$ cat src/core/dcrv_pkg.sv
package dcrv_pkg;

   // ****************************************************************
   // Widths
   // ****************************************************************
   localparam int unsigned ADDR_W   = 7;
   localparam int unsigned DATA_W   = 8;
   localparam int unsigned SAMPLE_W = 16;

   // ****************************************************************
   // Register offsets, field positions and reset values
   // ****************************************************************
   localparam logic [ADDR_W-1:0] ADDR_PATH_SETUP  = 7'h3f;
   localparam logic [ADDR_W-1:0] ADDR_MUTE_LINK   = 7'h40;
   localparam logic [ADDR_W-1:0] ADDR_LEFT_GAIN   = 7'h41;
   localparam logic [ADDR_W-1:0] ADDR_RIGHT_GAIN  = 7'h42;

   localparam int unsigned PWR_L_BIT  = 7;
   localparam int unsigned PWR_R_BIT  = 6;
   localparam int unsigned LSRC_LSB   = 4;
   localparam int unsigned RSRC_LSB   = 2;
   localparam int unsigned STEP_LSB   = 0;
   localparam int unsigned MUTE_L_BIT = 3;
   localparam int unsigned MUTE_R_BIT = 2;
   localparam int unsigned LINK_LSB   = 0;
   localparam int unsigned MUTE_LINK_W = 4;

   localparam logic [DATA_W-1:0]      PATH_SETUP_RST = 8'h14;
   localparam logic [MUTE_LINK_W-1:0] MUTE_LINK_RST  = 4'hc;
   localparam logic [DATA_W-1:0]      GAIN_RST       = 8'h00;
   localparam logic [DATA_W-1:0]      RDATA_UNMAPPED = 8'h00;

   // ****************************************************************
   // Gain arithmetic: twelve half-decibel codes per octave of gain
   // ****************************************************************
   localparam logic signed [8:0] GAIN_CODE_OFFSET = 9'sh084;
   localparam logic [8:0]        GAIN_PER_OCTAVE  = 9'h00c;
   localparam logic [5:0]        GAIN_SHIFT_BASE  = 6'h1a;
   localparam int unsigned       MANT_W           = 16;

   // ****************************************************************
   // Modes
   // ****************************************************************
   typedef enum logic [1:0] {SRC_OFF, SRC_DIRECT, SRC_SWAP, SRC_MIX} dcrv_src_type;
   typedef enum logic [1:0] {STEP_EVERY, STEP_EVERY_TWO, STEP_NONE, STEP_RSVD} dcrv_step_type;
   typedef enum logic [1:0] {LINK_INDEP, LINK_R_TO_L, LINK_L_TO_R, LINK_INDEP_ALT} dcrv_link_type;

   // ****************************************************************
   // Carriers
   // ****************************************************************
   typedef struct packed {
      logic signed [SAMPLE_W-1:0] left;
      logic signed [SAMPLE_W-1:0] right;
   } dcrv_stereo_type;

   typedef struct packed {
      logic              wr_en;
      logic              rd_en;
      logic [ADDR_W-1:0] addr;
      logic [DATA_W-1:0] wdata;
   } dcrv_reg_req_type;

   function automatic logic signed [SAMPLE_W-1:0] dcrv_sat(input logic signed [32:0] value);
      logic signed [32:0] max_v;
      logic signed [32:0] min_v;
      max_v = 33'sh0_0000_7fff;
      min_v = -33'sh0_0000_8000;
      if (value > max_v) begin
         dcrv_sat = 16'sh7fff;
      end else if (value < min_v) begin
         dcrv_sat = -16'sh8000;
      end else begin
         dcrv_sat = value[SAMPLE_W-1:0];
      end
   endfunction

endpackage

$ cat src/core/dcrv_top.sv
// Overview of operation
// - Left converter powered up when setup bit7 set.
// - Right converter powered up when setup bit6 set.
// - Left source: off, left, right, or average.
// - Right source: off, right, left, or average.
// - Soft-step: every sample, every two, or none.
// - Left channel muted while bit3 set; reset muted.
// - Right channel muted while bit2 set; reset muted.
// - Link field copies one gain to other channel while dynamic_range_compression_en is low.
// - Gain is signed code in half-decibel steps.
// - Both gains reset to code zero, 0 dB.
// - Right gain encoded like left, sets right.
`timescale 1ns/1ps
`default_nettype none
module dcrv_top
   import dcrv_pkg::*;
(
   input  wire logic             sys_clk,
   input  wire logic             rst_n,
   input  wire dcrv_reg_req_type reg_req,
   output logic [DATA_W-1:0]     reg_rdata,
   output logic                  reg_rd_valid,
   input  wire logic             dynamic_range_compression_en,
   input  wire logic             sample_valid,
   input  wire dcrv_stereo_type  sample_in,
   output dcrv_stereo_type       sample_out,
   output logic                  sample_out_valid,
   output logic                  left_power_up,
   output logic                  right_power_up
);

   // ****************************************************************
   // Source selection shared by both channels
   // ****************************************************************
   function automatic logic signed [SAMPLE_W-1:0] dcrv_route(
      input dcrv_src_type               sel,
      input logic signed [SAMPLE_W-1:0] own,
      input logic signed [SAMPLE_W-1:0] other,
      input logic signed [SAMPLE_W-1:0] mix
   );
      case (sel)
         SRC_OFF:    dcrv_route = '0;
         SRC_DIRECT: dcrv_route = own;
         SRC_SWAP:   dcrv_route = other;
         SRC_MIX:    dcrv_route = mix;
         default:    dcrv_route = '0;
      endcase
   endfunction

   // Silences a channel that is powered down or muted.
   function automatic logic signed [SAMPLE_W-1:0] dcrv_gate(
      input logic                       pass,
      input logic signed [SAMPLE_W-1:0] value
   );
      dcrv_gate = pass ? value : '0;
   endfunction

   // ****************************************************************
   // Reset release
   // ****************************************************************
   logic rst_meta_ff;
   logic rst_sync_ff;
   logic rst_sync_n;

   always_ff @(posedge sys_clk or negedge rst_n) begin
      if (!rst_n) begin
         rst_meta_ff <= 1'b0;
         rst_sync_ff <= 1'b0;
      end else begin
         rst_meta_ff <= 1'b1;
         rst_sync_ff <= rst_meta_ff;
      end
   end

   assign rst_sync_n = rst_sync_ff;

   // ****************************************************************
   // Register file
   // ****************************************************************
   logic [DATA_W-1:0]      path_setup_ff;
   logic [DATA_W-1:0]      nxt_path_setup;
   logic [MUTE_LINK_W-1:0] mute_link_ff;
   logic [MUTE_LINK_W-1:0] nxt_mute_link;
   logic [DATA_W-1:0]      left_gain_ff;
   logic [DATA_W-1:0]      nxt_left_gain;
   logic [DATA_W-1:0]      right_gain_ff;
   logic [DATA_W-1:0]      nxt_right_gain;

   always_comb begin
      nxt_path_setup = path_setup_ff;
      nxt_mute_link  = mute_link_ff;
      nxt_left_gain  = left_gain_ff;
      nxt_right_gain = right_gain_ff;
      if (reg_req.wr_en) begin
         case (reg_req.addr)
            ADDR_PATH_SETUP: begin
               nxt_path_setup = reg_req.wdata;
            end
            ADDR_MUTE_LINK: begin
               // Upper bits are not stored and read back as zero.
               nxt_mute_link = reg_req.wdata[MUTE_LINK_W-1:0];
            end
            ADDR_LEFT_GAIN: begin
               nxt_left_gain = reg_req.wdata;
            end
            ADDR_RIGHT_GAIN: begin
               nxt_right_gain = reg_req.wdata;
            end
            default: begin
               nxt_path_setup = path_setup_ff;
            end
         endcase
      end
   end

   always_ff @(posedge sys_clk or negedge rst_sync_n) begin
      if (!rst_sync_n) begin
         path_setup_ff <= PATH_SETUP_RST;
         mute_link_ff  <= MUTE_LINK_RST;
         left_gain_ff  <= GAIN_RST;
         right_gain_ff <= GAIN_RST;
      end else begin
         path_setup_ff <= nxt_path_setup;
         mute_link_ff  <= nxt_mute_link;
         left_gain_ff  <= nxt_left_gain;
         right_gain_ff <= nxt_right_gain;
      end
   end

   // ****************************************************************
   // Register read-back
   // ****************************************************************
   logic [DATA_W-1:0] rdata_ff;
   logic [DATA_W-1:0] nxt_rdata;
   logic              rd_valid_ff;
   logic              nxt_rd_valid;

   always_comb begin
      nxt_rd_valid = reg_req.rd_en;
      nxt_rdata    = rdata_ff;
      if (reg_req.rd_en) begin
         case (reg_req.addr)
            ADDR_PATH_SETUP: nxt_rdata = path_setup_ff;
            ADDR_MUTE_LINK:  nxt_rdata = {4'h0, mute_link_ff};
            ADDR_LEFT_GAIN:  nxt_rdata = left_gain_ff;
            ADDR_RIGHT_GAIN: nxt_rdata = right_gain_ff;
            default:         nxt_rdata = RDATA_UNMAPPED;
         endcase
      end
   end

   always_ff @(posedge sys_clk or negedge rst_sync_n) begin
      if (!rst_sync_n) begin
         rdata_ff    <= RDATA_UNMAPPED;
         rd_valid_ff <= 1'b0;
      end else begin
         rdata_ff    <= nxt_rdata;
         rd_valid_ff <= nxt_rd_valid;
      end
   end

   // ****************************************************************
   // Field decode
   // ****************************************************************
   dcrv_src_type  left_src;
   dcrv_src_type  right_src;
   dcrv_step_type step_mode;
   dcrv_link_type link_mode;
   logic          left_pass;
   logic          right_pass;

   assign left_src   = dcrv_src_type'(path_setup_ff[LSRC_LSB+:2]);
   assign right_src  = dcrv_src_type'(path_setup_ff[RSRC_LSB+:2]);
   assign step_mode  = dcrv_step_type'(path_setup_ff[STEP_LSB+:2]);
   assign link_mode  = dcrv_link_type'(mute_link_ff[LINK_LSB+:2]);
   assign left_pass  = path_setup_ff[PWR_L_BIT] && !mute_link_ff[MUTE_L_BIT];
   assign right_pass = path_setup_ff[PWR_R_BIT] && !mute_link_ff[MUTE_R_BIT];

   // ****************************************************************
   // Volume link
   // ****************************************************************
   logic [DATA_W-1:0] left_target;
   logic [DATA_W-1:0] right_target;

   always_comb begin
      left_target  = left_gain_ff;
      right_target = right_gain_ff;
      if (!dynamic_range_compression_en) begin
         case (link_mode)
            LINK_R_TO_L: left_target = right_gain_ff;
            LINK_L_TO_R: right_target = left_gain_ff;
            default:     left_target = left_gain_ff;
         endcase
      end
   end

   // ****************************************************************
   // Soft-step pacing
   // ****************************************************************
   // The reserved step code is handled like stepping off, so a stray
   // write never freezes the gain short of its target.
   logic phase_ff;
   logic nxt_phase;
   logic step_tick;
   logic step_bypass;

   always_comb begin
      nxt_phase   = sample_valid ? !phase_ff : phase_ff;
      step_bypass = 1'b0;
      step_tick   = 1'b0;
      case (step_mode)
         STEP_EVERY:     step_tick = sample_valid;
         STEP_EVERY_TWO: step_tick = sample_valid && phase_ff;
         STEP_NONE:      step_bypass = 1'b1;
         STEP_RSVD:      step_bypass = 1'b1;
         default:        step_bypass = 1'b1;
      endcase
   end

   always_ff @(posedge sys_clk or negedge rst_sync_n) begin
      if (!rst_sync_n) begin
         phase_ff <= 1'b0;
      end else begin
         phase_ff <= nxt_phase;
      end
   end

   // ****************************************************************
   // Source routing
   // ****************************************************************
   dcrv_stereo_type            routed_ff;
   dcrv_stereo_type            nxt_routed;
   logic                       routed_valid_ff;
   logic                       nxt_routed_valid;
   logic signed [SAMPLE_W:0]   mix_sum;
   logic signed [SAMPLE_W-1:0] mix_avg;

   always_comb begin
      mix_sum          = 17'(sample_in.left + sample_in.right);
      mix_avg          = mix_sum[SAMPLE_W:1];
      nxt_routed       = routed_ff;
      nxt_routed_valid = sample_valid;
      if (sample_valid) begin
         nxt_routed.left  = dcrv_route(left_src, sample_in.left, sample_in.right, mix_avg);
         nxt_routed.right = dcrv_route(right_src, sample_in.right, sample_in.left, mix_avg);
      end
   end

   always_ff @(posedge sys_clk or negedge rst_sync_n) begin
      if (!rst_sync_n) begin
         routed_ff       <= '0;
         routed_valid_ff <= 1'b0;
      end else begin
         routed_ff       <= nxt_routed;
         routed_valid_ff <= nxt_routed_valid;
      end
   end

   // ****************************************************************
   // Gain per channel
   // ****************************************************************
   logic                       gained_valid;
   logic signed [SAMPLE_W-1:0] gained_left;
   logic signed [SAMPLE_W-1:0] gained_right;

   dcrv_gain_stage u_left_gain (
      .sys_clk      (sys_clk),
      .rst_sync_n   (rst_sync_n),
      .step_tick    (step_tick),
      .step_bypass  (step_bypass),
      .target_code  (left_target),
      .in_valid     (routed_valid_ff),
      .in_sample    (routed_ff.left),
      .out_valid    (gained_valid),
      .out_sample   (gained_left),
      .applied_code ()
   );

   dcrv_gain_stage u_right_gain (
      .sys_clk      (sys_clk),
      .rst_sync_n   (rst_sync_n),
      .step_tick    (step_tick),
      .step_bypass  (step_bypass),
      .target_code  (right_target),
      .in_valid     (routed_valid_ff),
      .in_sample    (routed_ff.right),
      .out_valid    (),
      .out_sample   (gained_right),
      .applied_code ()
   );

   // ****************************************************************
   // Output stage
   // ****************************************************************
   // Mute acts at once on the next sample; it does not ramp.
   dcrv_stereo_type out_ff;
   dcrv_stereo_type nxt_out;
   logic            out_valid_ff;
   logic            nxt_out_valid;

   always_comb begin
      nxt_out       = out_ff;
      nxt_out_valid = gained_valid;
      if (gained_valid) begin
         nxt_out.left  = dcrv_gate(left_pass, gained_left);
         nxt_out.right = dcrv_gate(right_pass, gained_right);
      end
   end

   always_ff @(posedge sys_clk or negedge rst_sync_n) begin
      if (!rst_sync_n) begin
         out_ff       <= '0;
         out_valid_ff <= 1'b0;
      end else begin
         out_ff       <= nxt_out;
         out_valid_ff <= nxt_out_valid;
      end
   end

   assign sample_out       = out_ff;
   assign sample_out_valid = out_valid_ff;
   assign reg_rdata        = rdata_ff;
   assign reg_rd_valid     = rd_valid_ff;
   assign left_power_up    = path_setup_ff[PWR_L_BIT];
   assign right_power_up   = path_setup_ff[PWR_R_BIT];

endmodule
`default_nettype wire

$ cat src/core/dcrv_gain_stage.sv
`timescale 1ns/1ps
`default_nettype none
module dcrv_gain_stage
   import dcrv_pkg::*;
(
   input  wire logic                       sys_clk,
   input  wire logic                       rst_sync_n,
   input  wire logic                       step_tick,
   input  wire logic                       step_bypass,
   input  wire logic [DATA_W-1:0]          target_code,
   input  wire logic                       in_valid,
   input  wire logic signed [SAMPLE_W-1:0] in_sample,
   output logic                            out_valid,
   output logic signed [SAMPLE_W-1:0]      out_sample,
   output logic [DATA_W-1:0]               applied_code
);

   // ****************************************************************
   // Mantissa of 2^(k/12) in Q1.15
   // ****************************************************************
   function automatic logic [MANT_W-1:0] dcrv_mant(input logic [3:0] k);
      case (k)
         4'h0:    dcrv_mant = 16'h8000;
         4'h1:    dcrv_mant = 16'h879c;
         4'h2:    dcrv_mant = 16'h8fad;
         4'h3:    dcrv_mant = 16'h9838;
         4'h4:    dcrv_mant = 16'ha145;
         4'h5:    dcrv_mant = 16'haadc;
         4'h6:    dcrv_mant = 16'hb505;
         4'h7:    dcrv_mant = 16'hbfc9;
         4'h8:    dcrv_mant = 16'hcb30;
         4'h9:    dcrv_mant = 16'hd745;
         4'ha:    dcrv_mant = 16'he412;
         4'hb:    dcrv_mant = 16'hf1a2;
         default: dcrv_mant = 16'h8000;
      endcase
   endfunction

   logic [DATA_W-1:0]          code_ff;
   logic [DATA_W-1:0]          nxt_code;
   logic                       valid_ff;
   logic                       nxt_valid;
   logic signed [SAMPLE_W-1:0] sample_ff;
   logic signed [SAMPLE_W-1:0] nxt_sample;
   logic [8:0]                 biased;
   logic [8:0]                 octave;
   logic [8:0]                 step_in_oct;
   logic [5:0]                 shift;
   logic signed [32:0]         product;

   // ****************************************************************
   // Applied gain, walking toward the target
   // ****************************************************************
   always_comb begin
      nxt_code = code_ff;
      if (step_bypass) begin
         nxt_code = target_code;
      end else if (step_tick && (code_ff != target_code)) begin
         if ($signed(code_ff) < $signed(target_code)) begin
            nxt_code = code_ff + 8'h01;
         end else begin
            nxt_code = code_ff - 8'h01;
         end
      end
   end

   // ****************************************************************
   // Code to linear gain and product
   // ****************************************************************
   // Octaves are taken as 6 dB, so the gain error grows to about 0.24 %
   // per octave; this spares a full 256-entry table.
   always_comb begin
      biased      = 9'($signed({code_ff[DATA_W-1], code_ff}) + GAIN_CODE_OFFSET);
      octave      = biased / GAIN_PER_OCTAVE;
      step_in_oct = biased % GAIN_PER_OCTAVE;
      shift       = GAIN_SHIFT_BASE - octave[5:0];
      product     = 33'(in_sample * $signed({1'b0, dcrv_mant(step_in_oct[3:0])}));
      nxt_valid   = in_valid;
      nxt_sample  = sample_ff;
      if (in_valid) begin
         nxt_sample = dcrv_sat(product >>> shift);
      end
   end

   always_ff @(posedge sys_clk or negedge rst_sync_n) begin
      if (!rst_sync_n) begin
         code_ff   <= GAIN_RST;
         valid_ff  <= 1'b0;
         sample_ff <= '0;
      end else begin
         code_ff   <= nxt_code;
         valid_ff  <= nxt_valid;
         sample_ff <= nxt_sample;
      end
   end

   assign out_valid    = valid_ff;
   assign out_sample   = sample_ff;
   assign applied_code = code_ff;

endmodule
`default_nettype wire

$ cat config.mk
export PLATFORM = sky130hd
export DESIGN_NAME = dcrv_top
export DESIGN_NICKNAME = d
export VERILOG_FILES = /design/src/core/dcrv_pkg.sv /design/src/core/dcrv_top.sv /design/src/core/dcrv_gain_stage.sv
export SDC_FILE = /design/constraint.sdc
export NUM_CORES = 2
export LEC_CHECK = 0
export ABC_AREA = 1
export BUFFER_PORTS_ARGS = -buffer_cell sky130_fd_sc_hd__buf_4
export CORE_ASPECT_RATIO = 1.1
export CORE_MARGIN = 1.5
export CORE_UTILIZATION = 47
export CTS_BUF_LIST = sky130_fd_sc_hd__clkbuf_8
export DETAILED_ROUTE_END_ITERATION = 10
export HOLD_SLACK_MARGIN = 0.12
export PLACE_DENSITY_LB_ADDON = 0.3
export RECOVER_POWER = 50
export SYNTH_ARGS = -nofsm -noshare
export SYNTH_HDL_FRONTEND = slang
export SYNTH_SLANG_ARGS = --single-unit
$ cat constraint.sdc
create_clock -name sys_clk -period 5.8 [get_ports sys_clk]
set_input_delay 0.87 -clock sys_clk [delete_from_list [all_inputs] [get_ports sys_clk]]
set_output_delay 0.87 -clock sys_clk [all_outputs]
set_load 0.1 [all_outputs]
==> results.md <==
* Status: finished, violations left
* Failing checks: capacitance limit, slew limit, setup timing
* Final ANT Viol Nets at 0
* # nets final at 5686
* Setup crit end kind: flop
* Compound-Gate Fraction of Synth Area at 0.104
* DR iter-0 viols at 2169
* Crit path top cell by count: nand2_2
* DRC Markers at 0
* Vias per std cell at approximately 5.3
* Fill cells at approximately 5600
* Synth async-reset ratio at 1.00
* Worst min path class: reg2reg
* Largest net degree at the start of global routing at 66
* Hold depth at 0
* Register area share after synthesis at 0.126
* Pre-CTS setup slack at -4.20 ns
* Number of synthesized flops with an enable pin at 0
* First-pass GRT wire length at approximately 160 mm
* Mapped Avg Cell Area at 7.22 um2
* Area Overhead vs Synth at 30.9%
* H-tree depth at 4
* Total number of vias at 30600
* CP Max Fanout at 8
* Crit start category: flop
* Period utilization at 1.68
* Final Max Tran Viols at approximately 120
* CTS Root Buffer Type: clkbuf_8
* Post-Synth Simple-Gate Area at 0.240
* Share of layout cells above drive strength 1 at 0.291
* DR pass1 iterations at 5
* Worst endpoint required time at between 6 and 7 ns
* Fmax at 103 MHz
* CTS tree: built
* RR Endpoint: u_left_gain.out_sample[1]$_DFFE_PN0P_
* FF+latch area at just under 4000 um2
* FF+latch count, synth at about 160
* Placed Area at about 37000 um2
* Die H at 272 um
* Number of max-cap violations at 2
* Routed wire length at approximately 97 mm
* Synthesis Warnings at 0
* Area of the multi-input gates at 25600 um2
* Final setup violation count at 32
* Post-synthesis xor/xnor area fraction at 0.0246
* Most used DFF post-synth: dfrtp_1
* Clk pin slew, worst setup/hold paths at ~0.12 ns
* Gr ovfl total at 0
* Crit Path Class: reg2reg
* Yosys cell types at 61
* Number of global-route vias before repair at about 31000
* I/O Pins at 97
* Fin area at between 40000 and 50000 um2
* Unrepaired setup endpoints after global routing: true
* Reg2reg path depth at between 60 and 70
* R2R Setup Slk at -3.95 ns
* Commonest non-fill, non-tap cells in the layout: nand2_1 (823), inv_1 (744), buf_4 (741), nor2_1 (366), fa_1 (357)
* Mux contribution to synthesized area at 0.00341
* Crit-path slowest cell: fa_1
* Core ar. at about 65000 um2
* CP max stage delay at ~0.57 ns
* PortBufs at 96
* Arr. time, crit path at around 10 ns
* Post-route setup slack at -3.95 ns
* Post-Syn Area at 30900 um2
* Post-layout util at 0.622
* R2r startpoint: u_left_gain.applied_code[3]$_DFFE_PN0P_
* GR Util All Layers at 0.292
* Routability cong. at 1.02
* Post-Synth Adder-Cell Area at 0.377
* Commonest non-fill, non-tap cell in the layout: nand2_1
* Die W at between 200 and 250 um
* Relative slew slack at -0.768
* Initial antenna violation count at 2
* Synth Net Count at 5025
* Worst Max-Slew Pin Slew at between 2 and 3 ns
* Mapped Cells at about 4300
* CTS max path bufs at 2
* Die area at between 60000 and 70000 um2
* WL/cell at ~17 um
* Post-DP HPWL at between 70 and 80 mm
* Worst Setup SP: u_left_gain.applied_code[3]$_DFFE_PN0P_
* Largest family of logic cells by synthesized area: adder cells
* Worst Hold Launch: rst_meta_ff$_DFF_PN0_
* Hold EP: rst_sync_ff$_DFF_PN0_
* Clock sinks at 155
* Fin crit period at between 9 and 10 ns
* Row count at between 90 and 100
* Final hold vios at 0
* Clock Skew at about 0.034 ns
* Initial core utilization at 0.475
* Later-pin clock latency in the skew report at roughly 0.5 ns
* Cts bufs inserted at 17
==> per-layer routing <==
metal,GRT usage,wire length [um]
met1,0.348,37100
met2,0.524,49900
met3,0.0268,4610
met4,0.143,5430
met5,0,13
==> flip-flops by register name, indices dropped and copies added, names as in the netlist <==
signal and cells:
u_left_gain.out_valid 1, reg_rdata 8, u_right_gain.applied_code 8, routed_ff 32, sample_out_valid 1, u_left_gain.out_sample 16
u_right_gain.out_sample 16, u_left_gain.applied_code 8, sample_out 32, right_gain_ff 8, rst_sync_ff 1, rst_meta_ff 1
left_gain_ff 8, path_setup_ff 8, routed_valid_ff 1, reg_rd_valid 1, mute_link_ff 4, phase_ff 1
==> synth_stat cells, types with 4 or more instances <==
master | instances | area share
buf_2 | 26 | 0.0042
ha_1 | 302 | 0.12
fa_1 | 393 | 0.25
xnor2_1 | 26 | 0.0074
clkinv_1 | 17 | 0.0021
nand4_1 | 30 | 0.0061
nand3_1 | 253 | 0.041
a21o_1 | 10 | 0.0024
nand2_1 | 983 | 0.12
o22ai_1 | 29 | 0.0059
mux2i_1 | 6 | 0.0019
nand3_2 | 11 | 0.0036
inv_1 | 813 | 0.099
dfstp_2 | 4 | 0.0034
or2_2 | 14 | 0.0028
nor2_2 | 6 | 0.0012
inv_2 | 13 | 0.0016
buf_1 | 15 | 0.0018
dfrtp_1 | 151 | 0.12
xor2_1 | 59 | 0.017
buf_6 | 8 | 0.0029
o221ai_1 | 19 | 0.0054
nand2_4 | 4 | 0.0015
nor2_1 | 419 | 0.051
o21ai_1 | 10 | 0.0016
and2_1 | 4 | 0.00081
o21bai_1 | 14 | 0.0034
buf_4 | 7 | 0.0017
o21a_1 | 5 | 0.0012
clkbuf_1 | 90 | 0.011
mux2_2 | 4 | 0.0015
a31oi_1 | 16 | 0.0032
nor3_1 | 10 | 0.0016
a21oi_1 | 122 | 0.020
a211oi_1 | 5 | 0.0012
nor4_1 | 6 | 0.0012
nand2_2 | 26 | 0.0053
o211ai_1 | 28 | 0.0068
a21oi_2 | 10 | 0.0028
o21ai_2 | 7 | 0.0020
o21ai_0 | 275 | 0.045
==> kinds of logic after synthesis <==
| logic type | count (synthesis) |
|---|---|
| flops | 155 |
| other cells | 1 |
| fa+ha+maj | 695 |
| compound gates | 560 |
| xor+xnor | 86 |
| buf+inv | 990 |
| mux | 10 |
| simple gates | 1780 |
==> critical path, delay by kind of cell, from the launching register on <==
| kind | cells | cell delay, ns |
|---|---|---|
| compound gates | 4 | 0.57 |
| xor+xnor | 1 | 0.20 |
| simple gates | 41 | 4.08 |
| fa+ha+maj | 8 | 3.63 |
| flops | 1 | 0.46 |
| buf+inv | 9 | 0.71 |
==> metrics by stage <==
step	std cells	TNS, ns	hold slack [ns]
2_1_floorplan	4277	-103.26	0.331
3_3_place_gp	5649	-124.90	0.337
3_5_place_dp	5649	-127.33	0.353
4_1_cts	5758	-113.13	0.378
5_1_grt	5802	-135.96	0.382
6_report	5802	-118.48	0.375
==> what timing repair did <==
item | in CTS | in global routing
resized for setup | 285 | 294
cloned | 5 | 0
hold endpoints to repair | 1 | 0
hold buffers | 1 | 0
setup buffers | 71 | 43
setup endpoints to repair | 32 | 32
pin swaps | 249 | 188
==> cell type report <==
cell class              count  area share
multi-input cells        3135       0.633
well taps                 850      0.0263
diodes                      1   0.0000619
clock inverters            15     0.00409
inverters                 844      0.0807
clock buffers              17     0.00579
repair buffers            785       0.154
flip-flops and latches    155      0.0964
==> how the worst max path moves through the flow <==
| stage | end | depth (start not counted) |
|---|---|---|
| after floorplan | u_left_gain.out_sample[10]$_DFFE_PN0P_ | 61 |
| after global placement | u_left_gain.out_sample[0]$_DFFE_PN0P_ | 56 |
| after detailed placement | u_left_gain.out_sample[1]$_DFFE_PN0P_ | 57 |
| after CTS | u_left_gain.out_sample[4]$_DFFE_PN0P_ | 61 |
| after global routing | u_left_gain.out_sample[6]$_DFFE_PN0P_ | 64 |
| final | u_left_gain.out_sample[1]$_DFFE_PN0P_ | 63 |
Power is not shown: default switching activity piles up to over one toggle a cycle in this logic, so the estimate is an artifact.
